--- src/pkg/dcp_pkg.sv ---
// Purpose: Shared constants of the drive common-area register bank.
// Assumes: Register words are 16 bits; offsets are word addresses.
// Notes: Error codes are the decoded answers of the serial protocol.

package dcp_pkg;

   // Word addresses of the common area
   localparam logic [15:0] ADDR_MODEL = 16'h0000;
   localparam logic [15:0] ADDR_CAPACITY = 16'h0001;
   localparam logic [15:0] ADDR_IN_VOLT = 16'h0002;
   localparam logic [15:0] ADDR_FW_VER = 16'h0003;
   localparam logic [15:0] ADDR_FREQ_REF = 16'h0005;
   localparam logic [15:0] ADDR_RUN_CMD = 16'h0006;
   localparam logic [15:0] ADDR_ACCEL = 16'h0007;
   localparam logic [15:0] ADDR_DECEL = 16'h0008;
   localparam logic [15:0] ADDR_CURRENT = 16'h0009;
   localparam logic [15:0] ADDR_OUT_FREQ = 16'h000A;
   localparam logic [15:0] ADDR_OUT_VOLT = 16'h000B;
   localparam logic [15:0] ADDR_DC_BUS = 16'h000C;
   localparam logic [15:0] ADDR_POWER = 16'h000D;
   localparam logic [15:0] ADDR_STATUS = 16'h000E;

   // Run command word field positions
   localparam int RC_STOP = 0;
   localparam int RC_FWD = 1;
   localparam int RC_REV = 2;
   localparam int RC_FRST = 3;
   localparam int RC_ESTOP = 4;
   localparam int RC_UNUSED = 5;
   localparam int RC_SRC_LO = 6;
   localparam int RC_FSRC_LO = 8;
   localparam int RC_NETERR = 15;

   // Frequency source encoding limits
   localparam logic [6:0] FSRC_RSV_LO = 7'h14;
   localparam logic [6:0] FSRC_RSV_HI = 7'h15;
   localparam logic [6:0] FSRC_MAX = 7'h1F;

   // Largest rated capacity code
   localparam logic [15:0] CAP_CODE_MAX = 16'h0017;

   // Operating status bit positions
   localparam int ST_STOP = 0;
   localparam int ST_FWD = 1;
   localparam int ST_REV = 2;
   localparam int ST_TRIP = 3;
   localparam int ST_ACC = 4;
   localparam int ST_DEC = 5;

   // Reset values of writable registers and of the status word
   localparam logic [15:0] RST_FREQ_REF = 16'h0000;
   localparam logic [15:0] RST_RUN_CMD = 16'h0000;
   localparam logic [15:0] RST_ACCEL = 16'h0000;
   localparam logic [15:0] RST_DECEL = 16'h0000;
   localparam logic [15:0] RST_STATUS = 16'h0001; // Stopped, nothing else set

   // Answer codes of a request
   typedef enum logic [1:0] {
      DCP_OK,
      DCP_ILLEGAL_ADDR,
      DCP_ILLEGAL_VALUE,
      DCP_WRITE_MODE_ERROR
   } dcp_err_t;

endpackage

--- src/rtl/dcp_regs.sv ---
// Purpose: Common-area register bank of a variable speed drive.
// Assumes: Requests arrive already decoded from the serial link, on core_clk_i.
// Notes: One answer per request, one cycle after it is taken.
//
// How it works
// Same common map on every model variant.
// Capacity code read-only, range 0 to 17h.
// Run word bits 0-2 request stop/forward/reverse.
// Fault cleared only on bit 3 rising.
// Bit 4 emergency stop; bit 5 ignored.
// Bits 6-7 select run/stop command source.
// Bits 8-14 select frequency reference source.
// Bit 15 set on network error.
// Status bits 0-2 stop/forward/reverse.
// Status bits 3-5 trip/accelerating/decelerating.
// Read-only or locked writes refused, write-mode error.
// Sixteen-bit words, fixed scaled units.
// Monitors read-only, tracking live measurements.

`timescale 1ns/1ns
`default_nettype none

module dcp_regs #(
   parameter logic [15:0] MODEL_CODE = 16'h00A5, // Arbitrary identity value
   parameter logic [15:0] CAPACITY_CODE = 16'h0000, // Rated size code
   parameter logic [15:0] IN_VOLT_CLASS = 16'h0001, // Input voltage class
   parameter logic [15:0] FW_VERSION = 16'h0100 // Firmware version word
) (
   input wire logic core_clk_i, // 100 MHz clock
   input wire logic reset_i, // Async reset, active high
   input wire logic clk_en_i, // Freezes all state when low
   input wire logic req_valid_i, // Decoded request present
   input wire logic req_write_i, // 1 write, 0 read
   input wire logic [15:0] req_addr_i, // Word address
   input wire logic [15:0] req_wdata_i, // Write data
   output logic resp_valid_o, // Answer strobe
   output logic [15:0] resp_rdata_o, // Read data or previous value
   output dcp_pkg::dcp_err_t resp_err_o, // Answer code
   input wire logic [15:0] meas_current_i, // Output current, 0.1 A
   input wire logic [15:0] meas_out_freq_i, // Output frequency, 0.01 Hz
   input wire logic [15:0] meas_out_volt_i, // Output voltage, 0.1 V
   input wire logic [15:0] meas_dc_bus_i, // Dc_bus_voltage_monitor, 0.1 V
   input wire logic [15:0] meas_power_i, // Output power, 0.1 kW
   input wire logic drv_running_i, // Motor running
   input wire logic drv_reverse_i, // Running direction reverse
   input wire logic drv_accel_i, // Accelerating
   input wire logic drv_decel_i, // Decelerating
   input wire logic fault_trip_i, // Fault event pulse
   input wire logic net_err_i, // Network error event
   output logic stop_req_o, // Stop request pulse
   output logic fwd_req_o, // Forward run request pulse
   output logic rev_req_o, // Reverse run request pulse
   output logic fault_reset_o, // Fault reset pulse
   output logic estop_o, // Emergency stop level
   output logic [1:0] cmd_src_o, // Run/stop command source
   output logic [6:0] freq_src_o, // Frequency reference source
   output logic [15:0] freq_ref_o, // Frequency reference, 0.01 Hz
   output logic [15:0] accel_time_o, // Accel time, 0.1 s
   output logic [15:0] decel_time_o, // Decel time, 0.1 s
   output logic fault_latched_o // Drive tripped
);
   import dcp_pkg::*;

   ////////////////////////////////////////////////////////////////////////////
   // State
   logic [15:0] freq_ref_q; // Frequency reference
   logic [15:0] run_cmd_q; // Stored run word, bit 15 unused here
   logic [15:0] accel_q; // Acceleration time
   logic [15:0] decel_q; // Deceleration time
   logic net_err_q; // Sticky network error flag
   logic fault_q; // Latched trip
   logic [15:0] mon_q [5]; // Monitor copies
   logic [15:0] status_q; // Operating status
   logic resp_valid_q; // Answer strobe
   logic [15:0] resp_rdata_q; // Answer data
   dcp_err_t resp_err_q; // Answer code
   logic stop_q; // Stop pulse
   logic fwd_q; // Forward pulse
   logic rev_q; // Reverse pulse
   logic frst_q; // Fault reset pulse

   ////////////////////////////////////////////////////////////////////////////
   // Request decode
   wire req_fire = clk_en_i && req_valid_i; // Request taken this edge
   wire wr_fire = req_fire && req_write_i; // Write taken
   wire hit_ro = (req_addr_i <= ADDR_FW_VER)
      || (req_addr_i >= ADDR_CURRENT && req_addr_i <= ADDR_STATUS); // Read-only words
   wire hit_rw = (req_addr_i >= ADDR_FREQ_REF && req_addr_i <= ADDR_DECEL); // Writable
   wire hit_any = hit_ro || hit_rw; // Mapped address
   wire is_run_cmd = (req_addr_i == ADDR_RUN_CMD); // Run word selected
   wire [1:0] new_src = req_wdata_i[RC_SRC_LO+1:RC_SRC_LO]; // Written command source
   wire [6:0] new_fsrc = req_wdata_i[RC_FSRC_LO+6:RC_FSRC_LO]; // Written freq source
   // Reserved and out-of-range frequency sources are illegal values
   wire fsrc_bad = (new_fsrc >= FSRC_RSV_LO && new_fsrc <= FSRC_RSV_HI)
      || (new_fsrc > FSRC_MAX);
   // Command source cannot be moved while the motor turns; it would
   // otherwise hand the run command to another party mid-motion
   wire src_locked = drv_running_i && (new_src != run_cmd_q[RC_SRC_LO+1:RC_SRC_LO]);

   // Answer code of this request
   wire dcp_err_t req_err = !hit_any ? DCP_ILLEGAL_ADDR
      : (req_write_i && hit_ro) ? DCP_WRITE_MODE_ERROR
      : (req_write_i && is_run_cmd && src_locked) ? DCP_WRITE_MODE_ERROR
      : (req_write_i && is_run_cmd && fsrc_bad) ? DCP_ILLEGAL_VALUE
      : DCP_OK;
   wire wr_ok = wr_fire && (req_err == DCP_OK); // Write that stores
   wire wr_run = wr_ok && is_run_cmd; // Accepted run word write

   // Run word as stored: unused bit 5 dropped, bit 15 owned by hardware
   wire [15:0] run_cmd_d = {1'b0, req_wdata_i[14:6], 1'b0, req_wdata_i[4:0]};
   // Read view of the run word shows the network error flag
   wire [15:0] run_cmd_view = {net_err_q, run_cmd_q[14:0]};

   // Read multiplexer; a write answers with the previous value
   logic [15:0] rd_word;
   always_comb
   begin
      case (req_addr_i)
         ADDR_MODEL: rd_word = MODEL_CODE;
         ADDR_CAPACITY: rd_word = CAPACITY_CODE;
         ADDR_IN_VOLT: rd_word = IN_VOLT_CLASS;
         ADDR_FW_VER: rd_word = FW_VERSION;
         ADDR_FREQ_REF: rd_word = freq_ref_q;
         ADDR_RUN_CMD: rd_word = run_cmd_view;
         ADDR_ACCEL: rd_word = accel_q;
         ADDR_DECEL: rd_word = decel_q;
         ADDR_CURRENT: rd_word = mon_q[0];
         ADDR_OUT_FREQ: rd_word = mon_q[1];
         ADDR_OUT_VOLT: rd_word = mon_q[2];
         ADDR_DC_BUS: rd_word = mon_q[3];
         ADDR_POWER: rd_word = mon_q[4];
         ADDR_STATUS: rd_word = status_q;
         default: rd_word = 16'h0000; // Unmapped reads as zero
      endcase
   end

   ////////////////////////////////////////////////////////////////////////////
   // Answer path
   // One answer per taken request, in the following cycle
   always_ff @(posedge core_clk_i or posedge reset_i)
   begin
      if (reset_i)
      begin
         resp_valid_q <= 1'b0;
         resp_rdata_q <= 16'h0000;
         resp_err_q <= DCP_OK;
      end
      else if (clk_en_i)
      begin
         resp_valid_q <= req_valid_i;
         if (req_valid_i)
         begin
            resp_rdata_q <= rd_word;
            resp_err_q <= req_err;
         end
      end
   end

   ////////////////////////////////////////////////////////////////////////////
   // Writable registers
   // Refused writes leave every stored value as it was
   always_ff @(posedge core_clk_i or posedge reset_i)
   begin
      if (reset_i)
      begin
         freq_ref_q <= RST_FREQ_REF;
         run_cmd_q <= RST_RUN_CMD;
         accel_q <= RST_ACCEL;
         decel_q <= RST_DECEL;
      end
      else if (wr_ok)
      begin
         // Plain 16-bit words in their scaled units; the run word drops bits 5 and 15
         case (req_addr_i)
            ADDR_FREQ_REF: freq_ref_q <= req_wdata_i;
            ADDR_RUN_CMD: run_cmd_q <= run_cmd_d;
            ADDR_ACCEL: accel_q <= req_wdata_i;
            ADDR_DECEL: decel_q <= req_wdata_i;
            default: freq_ref_q <= freq_ref_q; // Nothing else is writable
         endcase
      end
   end

   ////////////////////////////////////////////////////////////////////////////
   // Command pulses from the run word
   // Requests act on each accepted write carrying the bit
   always_ff @(posedge core_clk_i or posedge reset_i)
   begin
      if (reset_i)
      begin
         stop_q <= 1'b0;
         fwd_q <= 1'b0;
         rev_q <= 1'b0;
         frst_q <= 1'b0;
      end
      else if (clk_en_i)
      begin
         stop_q <= wr_run && req_wdata_i[RC_STOP];
         fwd_q <= wr_run && req_wdata_i[RC_FWD];
         rev_q <= wr_run && req_wdata_i[RC_REV];
         // Only a 0 to 1 change of the stored bit resets the fault
         frst_q <= wr_run && req_wdata_i[RC_FRST] && !run_cmd_q[RC_FRST];
      end
   end

   ////////////////////////////////////////////////////////////////////////////
   // Fault latch and network error flag
   // A new event in the clearing cycle wins over the clear
   always_ff @(posedge core_clk_i or posedge reset_i)
   begin
      if (reset_i)
      begin
         fault_q <= 1'b0;
         net_err_q <= 1'b0;
      end
      else if (clk_en_i)
      begin
         if (fault_trip_i)
            fault_q <= 1'b1;
         else if (frst_q)
            fault_q <= 1'b0;
         // Network error clears when the master writes bit 15 low
         if (net_err_i)
            net_err_q <= 1'b1;
         else if (wr_run && !req_wdata_i[RC_NETERR])
            net_err_q <= 1'b0;
      end
   end

   ////////////////////////////////////////////////////////////////////////////
   // Monitors and status, refreshed every enabled cycle
   wire [15:0] meas_vec [5]; // Live measurements in map order
   assign meas_vec[0] = meas_current_i;
   assign meas_vec[1] = meas_out_freq_i;
   assign meas_vec[2] = meas_out_volt_i;
   assign meas_vec[3] = meas_dc_bus_i;
   assign meas_vec[4] = meas_power_i;

   genvar gi;
   generate
      for (gi = 0; gi < 5; gi++)
      begin : g_mon
         // One cycle behind the live value, never writable
         always_ff @(posedge core_clk_i or posedge reset_i)
         begin
            if (reset_i)
               mon_q[gi] <= 16'h0000;
            else if (clk_en_i)
               mon_q[gi] <= meas_vec[gi];
         end
      end
   endgenerate

   // Status word; bits above 5 are not produced by this block
   wire [15:0] status_d = {10'h000,
      drv_decel_i,
      drv_accel_i,
      fault_q,
      drv_running_i && drv_reverse_i,
      drv_running_i && !drv_reverse_i,
      !drv_running_i};

   // Registered so a read sees one coherent snapshot
   always_ff @(posedge core_clk_i or posedge reset_i)
   begin
      if (reset_i)
         status_q <= RST_STATUS;
      else if (clk_en_i)
         status_q <= status_d;
   end

   ////////////////////////////////////////////////////////////////////////////
   // Outputs
   assign resp_valid_o = resp_valid_q;
   assign resp_rdata_o = resp_rdata_q;
   assign resp_err_o = resp_err_q;
   assign stop_req_o = stop_q;
   assign fwd_req_o = fwd_q;
   assign rev_req_o = rev_q;
   assign fault_reset_o = frst_q;
   assign estop_o = run_cmd_q[RC_ESTOP];
   assign cmd_src_o = run_cmd_q[RC_SRC_LO+1:RC_SRC_LO];
   assign freq_src_o = run_cmd_q[RC_FSRC_LO+6:RC_FSRC_LO];
   assign freq_ref_o = freq_ref_q;
   assign accel_time_o = accel_q;
   assign decel_time_o = decel_q;
   assign fault_latched_o = fault_q;

   ////////////////////////////////////////////////////////////////////////////
   // Checks
   a_answer_follows: assert property (
      @(posedge core_clk_i) disable iff (reset_i)
      req_fire |=> resp_valid_o)
      else $error("request not answered next cycle");

   a_ro_write_refused: assert property (
      @(posedge core_clk_i) disable iff (reset_i)
      wr_fire && hit_ro |=> resp_err_o == DCP_WRITE_MODE_ERROR)
      else $error("read-only write not refused");

   a_locked_src_kept: assert property (
      @(posedge core_clk_i) disable iff (reset_i)
      wr_fire && is_run_cmd && src_locked |=> $stable(cmd_src_o))
      else $error("locked command source changed");

   a_capacity_range: assert property (
      @(posedge core_clk_i) disable iff (reset_i)
      req_fire && !req_write_i && req_addr_i == ADDR_CAPACITY
      |=> resp_rdata_o <= CAP_CODE_MAX)
      else $error("capacity code out of range");

   a_fault_reset_edge: assert property (
      @(posedge core_clk_i) disable iff (reset_i)
      fault_reset_o |-> run_cmd_q[RC_FRST])
      else $error("fault reset without bit 3 set");

   a_fault_clears: assert property (
      @(posedge core_clk_i) disable iff (reset_i)
      clk_en_i && fault_reset_o && !fault_trip_i |=> !fault_latched_o)
      else $error("fault not cleared by reset pulse");

   a_estop_follows: assert property (
      @(posedge core_clk_i) disable iff (reset_i)
      wr_run && req_wdata_i[RC_ESTOP] |=> estop_o && !run_cmd_q[RC_UNUSED])
      else $error("emergency stop not taken");

   a_net_err_set: assert property (
      @(posedge core_clk_i) disable iff (reset_i)
      clk_en_i && net_err_i |=> run_cmd_view[RC_NETERR])
      else $error("network error flag not set");

   a_status_dir: assert property (
      @(posedge core_clk_i) disable iff (reset_i)
      clk_en_i && drv_running_i && drv_reverse_i
      |=> status_q[ST_REV] && !status_q[ST_FWD] && !status_q[ST_STOP])
      else $error("reverse status wrong");

   a_status_trip: assert property (
      @(posedge core_clk_i) disable iff (reset_i)
      clk_en_i |=> status_q[ST_TRIP] == $past(fault_q)
         && status_q[ST_ACC] == $past(drv_accel_i)
         && status_q[ST_DEC] == $past(drv_decel_i))
      else $error("trip or ramp status wrong");

   a_monitor_track: assert property (
      @(posedge core_clk_i) disable iff (reset_i)
      clk_en_i |=> mon_q[0] == $past(meas_current_i))
      else $error("current monitor stale");

   a_bad_fsrc: assert property (
      @(posedge core_clk_i) disable iff (reset_i)
      wr_fire && is_run_cmd && !src_locked && fsrc_bad
      |=> resp_err_o == DCP_ILLEGAL_VALUE && $stable(freq_src_o))
      else $error("reserved frequency source accepted");

endmodule

`default_nettype wire

--- config.mk ---
export PLATFORM = sky130hd
export DESIGN_NAME = dcp_regs
export DESIGN_NICKNAME = d
export VERILOG_FILES = /design/src/pkg/dcp_pkg.sv /design/src/rtl/dcp_regs.sv
export SDC_FILE = /design/constraint.sdc
export NUM_CORES = 1
export LEC_CHECK = 0
export BUFFER_PORTS_ARGS = -buffer_cell sky130_fd_sc_hd__buf_2
export CORE_MARGIN = 2
export CORE_UTILIZATION = 44
export CTS_BUF_LIST = sky130_fd_sc_hd__clkbuf_2 sky130_fd_sc_hd__clkbuf_4 sky130_fd_sc_hd__clkbuf_8
export DETAILED_ROUTE_END_ITERATION = 10
export GPL_ROUTABILITY_DRIVEN = 0
export PLACE_DENSITY = 0.68
export SYNTH_ARGS = -nofsm -noshare
export SYNTH_HDL_FRONTEND = slang
export SYNTH_SLANG_ARGS = --single-unit
--- constraint.sdc ---
create_clock -name core_clk_i -period 8.83 [get_ports core_clk_i]
set_clock_uncertainty 0.2 [all_clocks]
set_input_delay 0.4415 -clock core_clk_i [delete_from_list [all_inputs] [get_ports core_clk_i]]
set_output_delay 0.4415 -clock core_clk_i [all_outputs]
set_load 0.02 [all_outputs]
# Word level (Yosys, flattened, before mapping)
# Index checks and enable logic that the tools add are counted.
[totals]
regBits = 173
in_bits = 123
out_inout_bits = 82
wordCells = 87
[classes]
n_lt_le_gt_ge = 8
n_eq_ne = 13
muxes = 9
reduce_logical = 38
[ops]
columns = ["op", "n"]
rows = [
  ["$pmux W16 S13", 1],
  ["$eq A16 B4 Y1 const B", 7],
  ["$eq A16 B3 Y1 const B", 3],
  ["$eq A16 B2 Y1 const B", 2],
  ["$le A16 B4 Y1 const B", 2],
  ["$logic_and A1 B1 Y1", 20],
  ["$ge A16 B3 Y1 const B", 1],
  ["$ge A16 B4 Y1 const B", 1],
  ["$le A16 B2 Y1 const B", 1],
  ["$logic_not A16 Y1", 1],
  ["$reduce_and A2 Y1", 7],
  ["$mux W2", 4],
  ["$ge A7 B5 Y1 const B", 1],
  ["$gt A7 B5 Y1 const B", 1],
  ["$le A7 B5 Y1 const B", 1],
  ["$logic_not A1 Y1", 4],
  ["$mux W1", 4],
  ["$reduce_bool A2 Y1", 2],
  ["$logic_or A1 B1 Y1", 3],
  ["$logic_not A2 Y1", 1],
  ["$ne A2 B2 Y1", 1],
]

# Logic depth before layout (Yosys ltp)
# Gate-level depths: netlist of the first run.
[depth]
ltp_word = 14
depth_mapped = 9
ltp_nobuf = 5

# Worst setup path after synthesis of the first run
# No wires, ideal clock.
[synth_timing]
kind = "input-to-reg"
startpoint = "input req_addr_i[6]"
endpoint = "register run_cmd_q[3]"
setup_time_ps = 127
arrival_ps = 2016
t_required_ps = 8503
slack_ps = 6486
stages = 5
n_path_buf = 1
path_cell_list = "nor4_4 nand4_4 nor4_4 buf_6 mux2_1"
[synth_via]
elab_chain_cells = 10
elab_cells_between_ends = 21
classes_between = "order compare (5); eq/ne (1); mux (4); reduce/logical (11)"
[synth_rtl]
columns = ["element", "line_no", "source"]
rows = [
  ["start, declared", "dcp_regs.sv:34", "input wire logic [15:0] req_addr_i,"],
  ["parallel branches: the longest is 9 deep, another holds $ge A16 B4 Y1", "n/a", ""],
  ["$reduce_and A2 Y1 (no source line) (*)", "n/a", ""],
  ["end signal, assigned", "dcp_regs.sv:176", "ADDR_RUN_CMD: run_cmd_q <= run_cmd_d;"],
  ["end, declared", "dcp_regs.sv:67", "logic [15:0] run_cmd_q;"],
]
# Every way passes the cells marked *.
# A chain may end at the register's enable or synchronous reset.

# Worst setup path in the final report of the first run
[layout_timing]
startpoint = "input clk_en_i"
endpoint = "register freq_ref_q[0] (netlist: freq_ref_o[0])"
[layout_via]
elab_chain_cells = 4
[layout_rtl]
columns = ["element", "line_no", "source"]
rows = [
  ["start, declared", "dcp_regs.sv:31", "input wire logic clk_en_i,"],
  ["$logic_and A1 B1 Y1", "dcp_regs.sv:84", "wire req_fire = clk_en_i && req_valid_i;"],
  ["$logic_and A1 B1 Y1", "dcp_regs.sv:85", "wire wr_fire = req_fire && req_write_i;"],
  ["$logic_and A1 B1 Y1", "dcp_regs.sv:106", "wire wr_ok = wr_fire && (req_err == DCP_OK);"],
  ["$reduce_and A2 Y1 (no source line)", "n/a", ""],
  ["end signal, assigned", "dcp_regs.sv:175", "ADDR_FREQ_REF: freq_ref_q <= req_wdata_i;"],
  ["end signal, assigned", "dcp_regs.sv:179", "default: freq_ref_q <= freq_ref_q;"],
  ["end, declared", "dcp_regs.sv:66", "logic [15:0] freq_ref_q;"],
]
# No other way between the ends.

==> results.sh, run 1 <==
export IMPL_rsz0062_at_grt="no"
export IMPL_sw_ratio=0.271
export IMPL_min_delay_path_class="input pin to asynchronous set/reset pin"
export IMPL_htree_levels=4
export IMPL_totalPowerFinal_mw=1.61
export IMPL_setup_worst_path_start_class="input pin"
export IMPL_grt_pass1_wl_um=36900
export IMPL_dpl_cell_count=1000
export IMPL_clk_path_buf_depth=2
export IMPL_critPathTopFamily="simple AND/OR/NAND/NOR gates"
export IMPL_routed_via_count=6179
export IMPL_synth_top_cell_area_share=0.534
export IMPL_failing_checks="hold timing"
export IMPL_final_min_period_over_clock_period=0.338
export IMPL_post_synth_cell_area_avg_um2=13.3
export IMPL_p_int_mw=1.17
export IMPL_min_period_ns=2.99
export IMPL_power_frac_seq=0.530
export IMPL_wire_per_inst_um=21.3
export IMPL_final_count_of_negative_setup_slack_endpoints=0
export IMPL_clk_latency_ns=0.48
export IMPL_cts_buffers=17
export IMPL_synth_cell_type_count=56
export IMPL_antenna_found_initial=0
export IMPL_drtIter0Drc=430
export IMPL_clock_sink_count=173
export IMPL_pwr_density_cell_nw_per_um2=155
export IMPL_worst_path_max_fanout=38
export IMPL_synthToLayoutAreaGrowth_pct=28.7
export IMPL_maxSlewViolCount=0
export IMPL_synth_edff_count=0
export IMPL_yosysWarnings=0
export IMPL_timing_setup_critical_path_class="input pin to flip-flop"
export IMPL_arrival_time_at_the_worst_endpoint_ns=3.14
export IMPL_worstMarginPinSlew_ns=1.14
export IMPL_utilization=0.577
export IMPL_cp_slowest_cell="nor4_4"
export IMPL_ys_async_sr_fraction=1.00
export IMPL_synthesized_netlist_cell_count=604
export IMPL_synth_main_ff_cell="dfrtp_1"
export IMPL_final_antenna_net_count=0
export IMPL_mappedNetlistArea_um2=8060
export IMPL_floorplan_rows=49
export IMPL_timing_hold_ws_ns=-0.0231
export IMPL_cell_with_the_most_instances_on_the_worst_path="nand2_1"
export IMPL_clk_pin_slew_ns=0.10
export IMPL_i_o_pins=205
export IMPL_synth_seq_area_share=0.537
export IMPL_grt_overflow_total=0
export IMPL_io_buffer_count=204
export IMPL_max_freq_mhz=335
export IMPL_first_global_vias=6635
export IMPL_yosys_top_cells_area="dfrtp_1 53%, mux2_2 20%, mux4_2 3.1%"
export IMPL_timing_critical_path_cells="buf_4 -> nand2_1 -> nor2_1 -> nand2_1 -> nor4_4 -> mux2_2"
export IMPL_clkPwrFrac=0.352
export IMPL_floorplan_initialDensity=0.449
export IMPL_maxCapViolCount=0
export IMPL_crit_end_element="flip-flop"
export IMPL_comb_power_share=0.118
export IMPL_synth_fp_nets=727
export IMPL_leakage_power_summed_over_all_cells_nw=4.92
export IMPL_detail_route_first_pass_iterations=7
export IMPL_root_buffer="clkbuf_8"
export IMPL_max_stage_delay_ns=0.84
export IMPL_floorplan_die_height_um=139
export IMPL_synth_most_common_cell="dfrtp_1"
export IMPL_avgViaCountPerCell=5.57
export IMPL_hold_viol_final=11
export IMPL_dp_final_hpwl_um=16500
export IMPL_die_width_um=139
export IMPL_detail_route_drc_violations=0
export IMPL_final_layout_size_suffix_gt1_frac=0.469
export IMPL_flip_flop_and_latch_count_after_synthesis=173
export IMPL_die_area_um2=19400
export IMPL_nets=991
export IMPL_vdd_drop_max_v=0.000103
export IMPL_path_buf_inv=1
export IMPL_insertedDiodeCount=0
export IMPL_number_of_gates_resized_after_cts=0
export IMPL_finalWirelength_um=23700
export IMPL_yosys_area_top_type="dfrtp_1"
export IMPL_switching_power_uw=436
export IMPL_synth_top_cells_by_count="172 x dfrtp_1, 145 x mux2_2, 24 x nand2_1"
export IMPL_finalNonFillerCells=1110
export IMPL_slew_headroom=0.232
export IMPL_cp_data_required_time_ns=8.99
export IMPL_status="finished with violations"
export IMPL_timing_setup_tns_ns=0
export IMPL_cts_tree="yes"
export IMPL_grt_resource_usage_total=0.248
export IMPL_fp_coreArea_um2=18000
export IMPL_largest_net_degree_at_the_start_of_global_routing=111
==> path summary, 6_finish.rpt <==
check                      slack, ns               start               end  cells past startpoint
setup / recovery                5.84            clk_en_i     freq_ref_o[0]                      6
hold / removal                 -0.02             reset_i  accel_time_o[12]                      2
max in group asynchronous       7.04             reset_i          mon_q[3]                      3
min in group core_clk_i         0.02  meas_out_volt_i[6]         mon_q[38]                      2
hold reg to reg                 0.31           net_err_q         net_err_q                      1
setup reg to reg                6.19        run_cmd_q[7]      run_cmd_q[7]                      4
==> cell usage in the layout, fill, tap and decap left out, types with 5 or more instances in the layout <==
| cell | n |
|---|---|
| dlygate4sd3_1 | 78 |
| nor4_4 | 5 |
| mux2_2 | 145 |
| buf_4 | 10 |
| mux2i_1 | 16 |
| nand2_1 | 24 |
| nor3_1 | 5 |
| buf_2 | 203 |
| o2bb2ai_1 | 7 |
| nand3_1 | 9 |
| a21oi_1 | 12 |
| o211ai_1 | 6 |
| inv_1 | 10 |
| nand3b_1 | 5 |
| dfrtp_1 | 172 |
| nor2_1 | 15 |
| a22oi_1 | 12 |
| clkbuf_8 | 18 |
| a221oi_1 | 10 |
| inv_6 | 8 |
| nor2b_1 | 5 |
| o21ai_0 | 20 |
| mux4_2 | 11 |
| a22o_1 | 9 |
==> registers in the layout, indices dropped and copies added (netlist names), 2 cells and up <==
register	count
accel_time_o	16
decel_time_o	16
freq_ref_o	16
mon_q	80
resp_err_o	2
resp_rdata_o	16
run_cmd_q	14
status_q	6
==> kinds of logic (layout without fill, tap and decap cells) <==
family	count (synthesis)	in the layout	share of synthesized area
muxes	175	175	0.257
DFF	173	173	0.537
AOI/OAI and AO/OA	103	103	0.0914
and+or+nand+nor	92	92	0.0748
buffers and inverters	58	335	0.0357
xor gates and xnor gates	3	3	0.00326
==> layer usage <==
metal  global-route usage  vias to the layer above  routed length, µm
li1                     -                     2777                  -
met1                0.321                     3094               9760
met2                0.402                      260              11400
met3               0.0526                       48               1580
met4                0.116                        0                962
met5                    0                        -                  0
==> what timing repair did <==
item                                   4_1_cts  5_1_grt
setup buffers                                0        0
hold buffers                                76        2
endpoints found under the hold margin       76        2
==> stage by stage <==
stage	hold WS [ns]	cell area, µm²	setup slack (ns)
after floorplan	0.247	8060	3.50
after global placement	0.262	9200	5.41
after detailed placement	0.281	9200	5.38
after CTS	0.00177	10400	5.89
after global routing	0.00507	10400	5.63
final	-0.0231	10400	5.84
==> power groups by stage <==
stage | logic [mW] | clock network [mW] | registers (mW)
detailed placement | 0.163 | 0 | 0.869
global placement | 0.158 | 0 | 0.866
finish | 0.190 | 0.566 | 0.853
floorplan | 0.104 | 0 | 0.860
global route | 0.207 | 0.609 | 0.858
CTS | 0.190 | 0.576 | 0.853
==> cell type report <==
cell class	count	area, µm²
Fill cell	1494	7590
Sequential cell	173	4330
Multi-Input combinational cell	373	3440
Timing Repair Buffer	291	1870
Tap cell	229	287
Clock buffer	18	248
Clock inverter	14	146
Inverter	12	50.0
(Power assumes the default switching activity.)
==> run 2, diff against run 1 <==
Settings changed: PLACE_DENSITY 0.68 to 0.71.
Clock period 8.83 ns to 2.62 ns, I/O delays scaled along.
==> run 2 against run 1 <==
  * Total power grew to 3.5 times the previous value
  * The flow now finishes without violations
  * Worst setup slack worse by 5.7 ns
  * Sequential power grew to 3.4 times the previous value
  * Core utilization is 3.8 points higher
  * Largest cell class unchanged
  * Register-to-register slack worse by 6.0 ns
  * Flip-flop and latch count stayed put
  * Sequential share of layout area is 2.6 points lower
  * Die area stayed put
==> results.sh, run 2 (synthesis results as in run 1) <==
export IMPL_clock_sink_count=173
export IMPL_first_global_vias=6679
export IMPL_detail_route_drc_violations=0
export IMPL_filler_cell_count=1370
export IMPL_avgViaCountPerCell=5.44
export IMPL_setup_worst_path_start_class="input pin"
export IMPL_die_area_um2=19400
export IMPL_clk_pin_slew_ns=0.09
export IMPL_fp_coreArea_um2=18000
export IMPL_detail_route_first_pass_iterations=5
export IMPL_dp_final_hpwl_um=16800
export IMPL_dpl_cell_count=1022
export IMPL_regMostFlops="mon_q"
export IMPL_die_width_um=139
export IMPL_mostFrequentLayoutCell="buf_2"
export IMPL_finalNonFillerCells=1177
export IMPL_min_delay_path_class="input pin to flip-flop"
export IMPL_floorplan_die_height_um=139
export IMPL_register_area_um2=4330
export IMPL_vdd_drop_max_v=0.000351
export IMPL_leakage_power_summed_over_all_cells_nw=5.25
export IMPL_totalPowerFinal_mw=5.58
export IMPL_htree_levels=4
export IMPL_routed_via_count=6405
export IMPL_multiInputGateArea_um2=3440
export IMPL_cts_buffers=17
export IMPL_floorplan_rows=49
export IMPL_maxSlewViolCount=0
export IMPL_i_o_pins=205
export IMPL_crit_end_element="flip-flop"
export IMPL_insertedDiodeCount=0
export IMPL_max_reg_flops=80
export IMPL_final_min_period_over_clock_period=0.958
export IMPL_clk_latency_ns=0.46
export IMPL_grt_overflow_total=0
export IMPL_cts_tree="yes"
export IMPL_floorplan_initialDensity=0.449
export IMPL_final_antenna_net_count=0
export IMPL_final_count_of_negative_setup_slack_endpoints=0
export IMPL_timing_setup_critical_path_class="input pin to flip-flop"
export IMPL_root_buffer="clkbuf_8"
export IMPL_arrival_time_at_the_worst_endpoint_ns=2.66
export IMPL_min_period_ns=2.51
export IMPL_cp_slowest_cell="dlygate4sd3_1"
export IMPL_cp_data_required_time_ns=2.77
export IMPL_status="finished clean"
export IMPL_timing_critical_path_cells="dlygate4sd3_1 -> buf_2 -> nor4bb_1 -> or3_1 -> nor4_4 -> buf_6 -> nand3b_1 -> a22o_1 -> dlygate4sd3_1"
export IMPL_timing_setup_tns_ns=0
export IMPL_worst_path_max_fanout=6
export IMPL_clk_path_buf_depth=2
export IMPL_layout_cells_most_common_list="203 x buf_2, 172 x dfrtp_1, 145 x mux2_2"
export IMPL_drtIter0Drc=402
export IMPL_largest_net_degree_at_the_start_of_global_routing=83
export IMPL_critPathTopFamily="buffers and inverters"
export IMPL_synthToLayoutAreaGrowth_pct=37.2
export IMPL_dpl_instance_area_um2=9410
export IMPL_rsz0062_at_grt="no"
export IMPL_io_buffer_count=204
export IMPL_antenna_found_initial=0
export IMPL_worstMarginPinSlew_ns=1.05
export IMPL_grt_resource_usage_total=0.253
export IMPL_hold_viol_final=0
export IMPL_nets=1059
export IMPL_post_route_cell_area_um2=11100
export IMPL_wire_per_inst_um=20.4
export IMPL_max_stage_delay_ns=0.56
export IMPL_slew_headroom=0.295
export IMPL_finalWirelength_um=24100
export IMPL_pwr_density_cell_nw_per_um2=504
export IMPL_cell_with_the_most_instances_on_the_worst_path="dlygate4sd3_1"
export IMPL_final_layout_size_suffix_gt1_frac=0.464
export IMPL_max_freq_mhz=398
export IMPL_maxCapViolCount=0
export IMPL_path_buf_inv=4
export IMPL_grt_pass1_wl_um=37800
[run 2: changes by cell type in the layout (fill, tap and decap cells not counted), sizes merged]
cell,before,now
clkbuf,18,21
buf,213,241
inv,20,11
dlygate4sd3,78,118
clkinvlp,2,5
bufinv,1,3
[run 2: what timing repair did]
item,CTS,global route
hold buffers,118,0
buffers inserted,0,6
setup endpoints to repair,0,1
gates resized for setup,0,1
hold endpoints to repair,177,0
[run 2: path summary, 6_finish.rpt]
check | from | endpoint | slack, ns | cells after the start
max in group asynchronous | reset_i | run_cmd_q[7] | 1.37 | 4
worst max-delay path | req_wdata_i[12] | net_err_q | 0.11 | 9
worst min-delay path | req_addr_i[2] | resp_err_o[0] | 0.1 | 5
worst min register to register | run_cmd_q[0] | run_cmd_q[0] | 0.29 | 1
min in group asynchronous | reset_i | decel_time_o[9] | 0.16 | 3
worst max register to register | run_cmd_q[6] | net_err_q | 0.20 | 8
[run 2: routing by layer]
metal,track usage,vias up,routed length (µm)
met4,0.0845,0,601
met3,0.0509,34,1450
met2,0.428,243,12000
met1,0.327,3218,10000
li1,-,2910,-
met5,0,-,0
[run 2: cell type report]
class,count,area share
Sequential cell,173,0.392
Multi-Input combinational cell,373,0.311
Timing Repair Buffer,359,0.229
Tap cell,229,0.0259
Clock buffer,21,0.0250
Clock inverter,10,0.0126
Inverter,12,0.00441
[run 2: report_power, final]
| part | leakage, nW | switching, mW | internal, mW | total [mW] |
|---|---|---|---|---|
| clock network | 0.201 | 0.971 | 1.01 | 1.98 |
| logic | 2.85 | 0.319 | 0.407 | 0.727 |
| registers | 2.20 | 0.0714 | 2.80 | 2.87 |
[run 2: per-stage QoR]
stage / util / hold slack [ns] / setup WS, ns
floorplan: - / 0.0311 / 0.0791
global placement: 0.524 / 0.0969 / 0.324
detailed placement: 0.524 / 0.106 / 0.220
CTS: 0.613 / 0.0492 / 0.0462
global route: 0.616 / 0.107 / 0.0664
finish: 0.616 / 0.0975 / 0.109
[run 2: tightest hold or removal path, cell delays in order]
cell     delay (ns)
buf_2          0.20
o21ai_0        0.12
nand2_1        0.10
nor2_1         0.10
a21oi_1        0.07
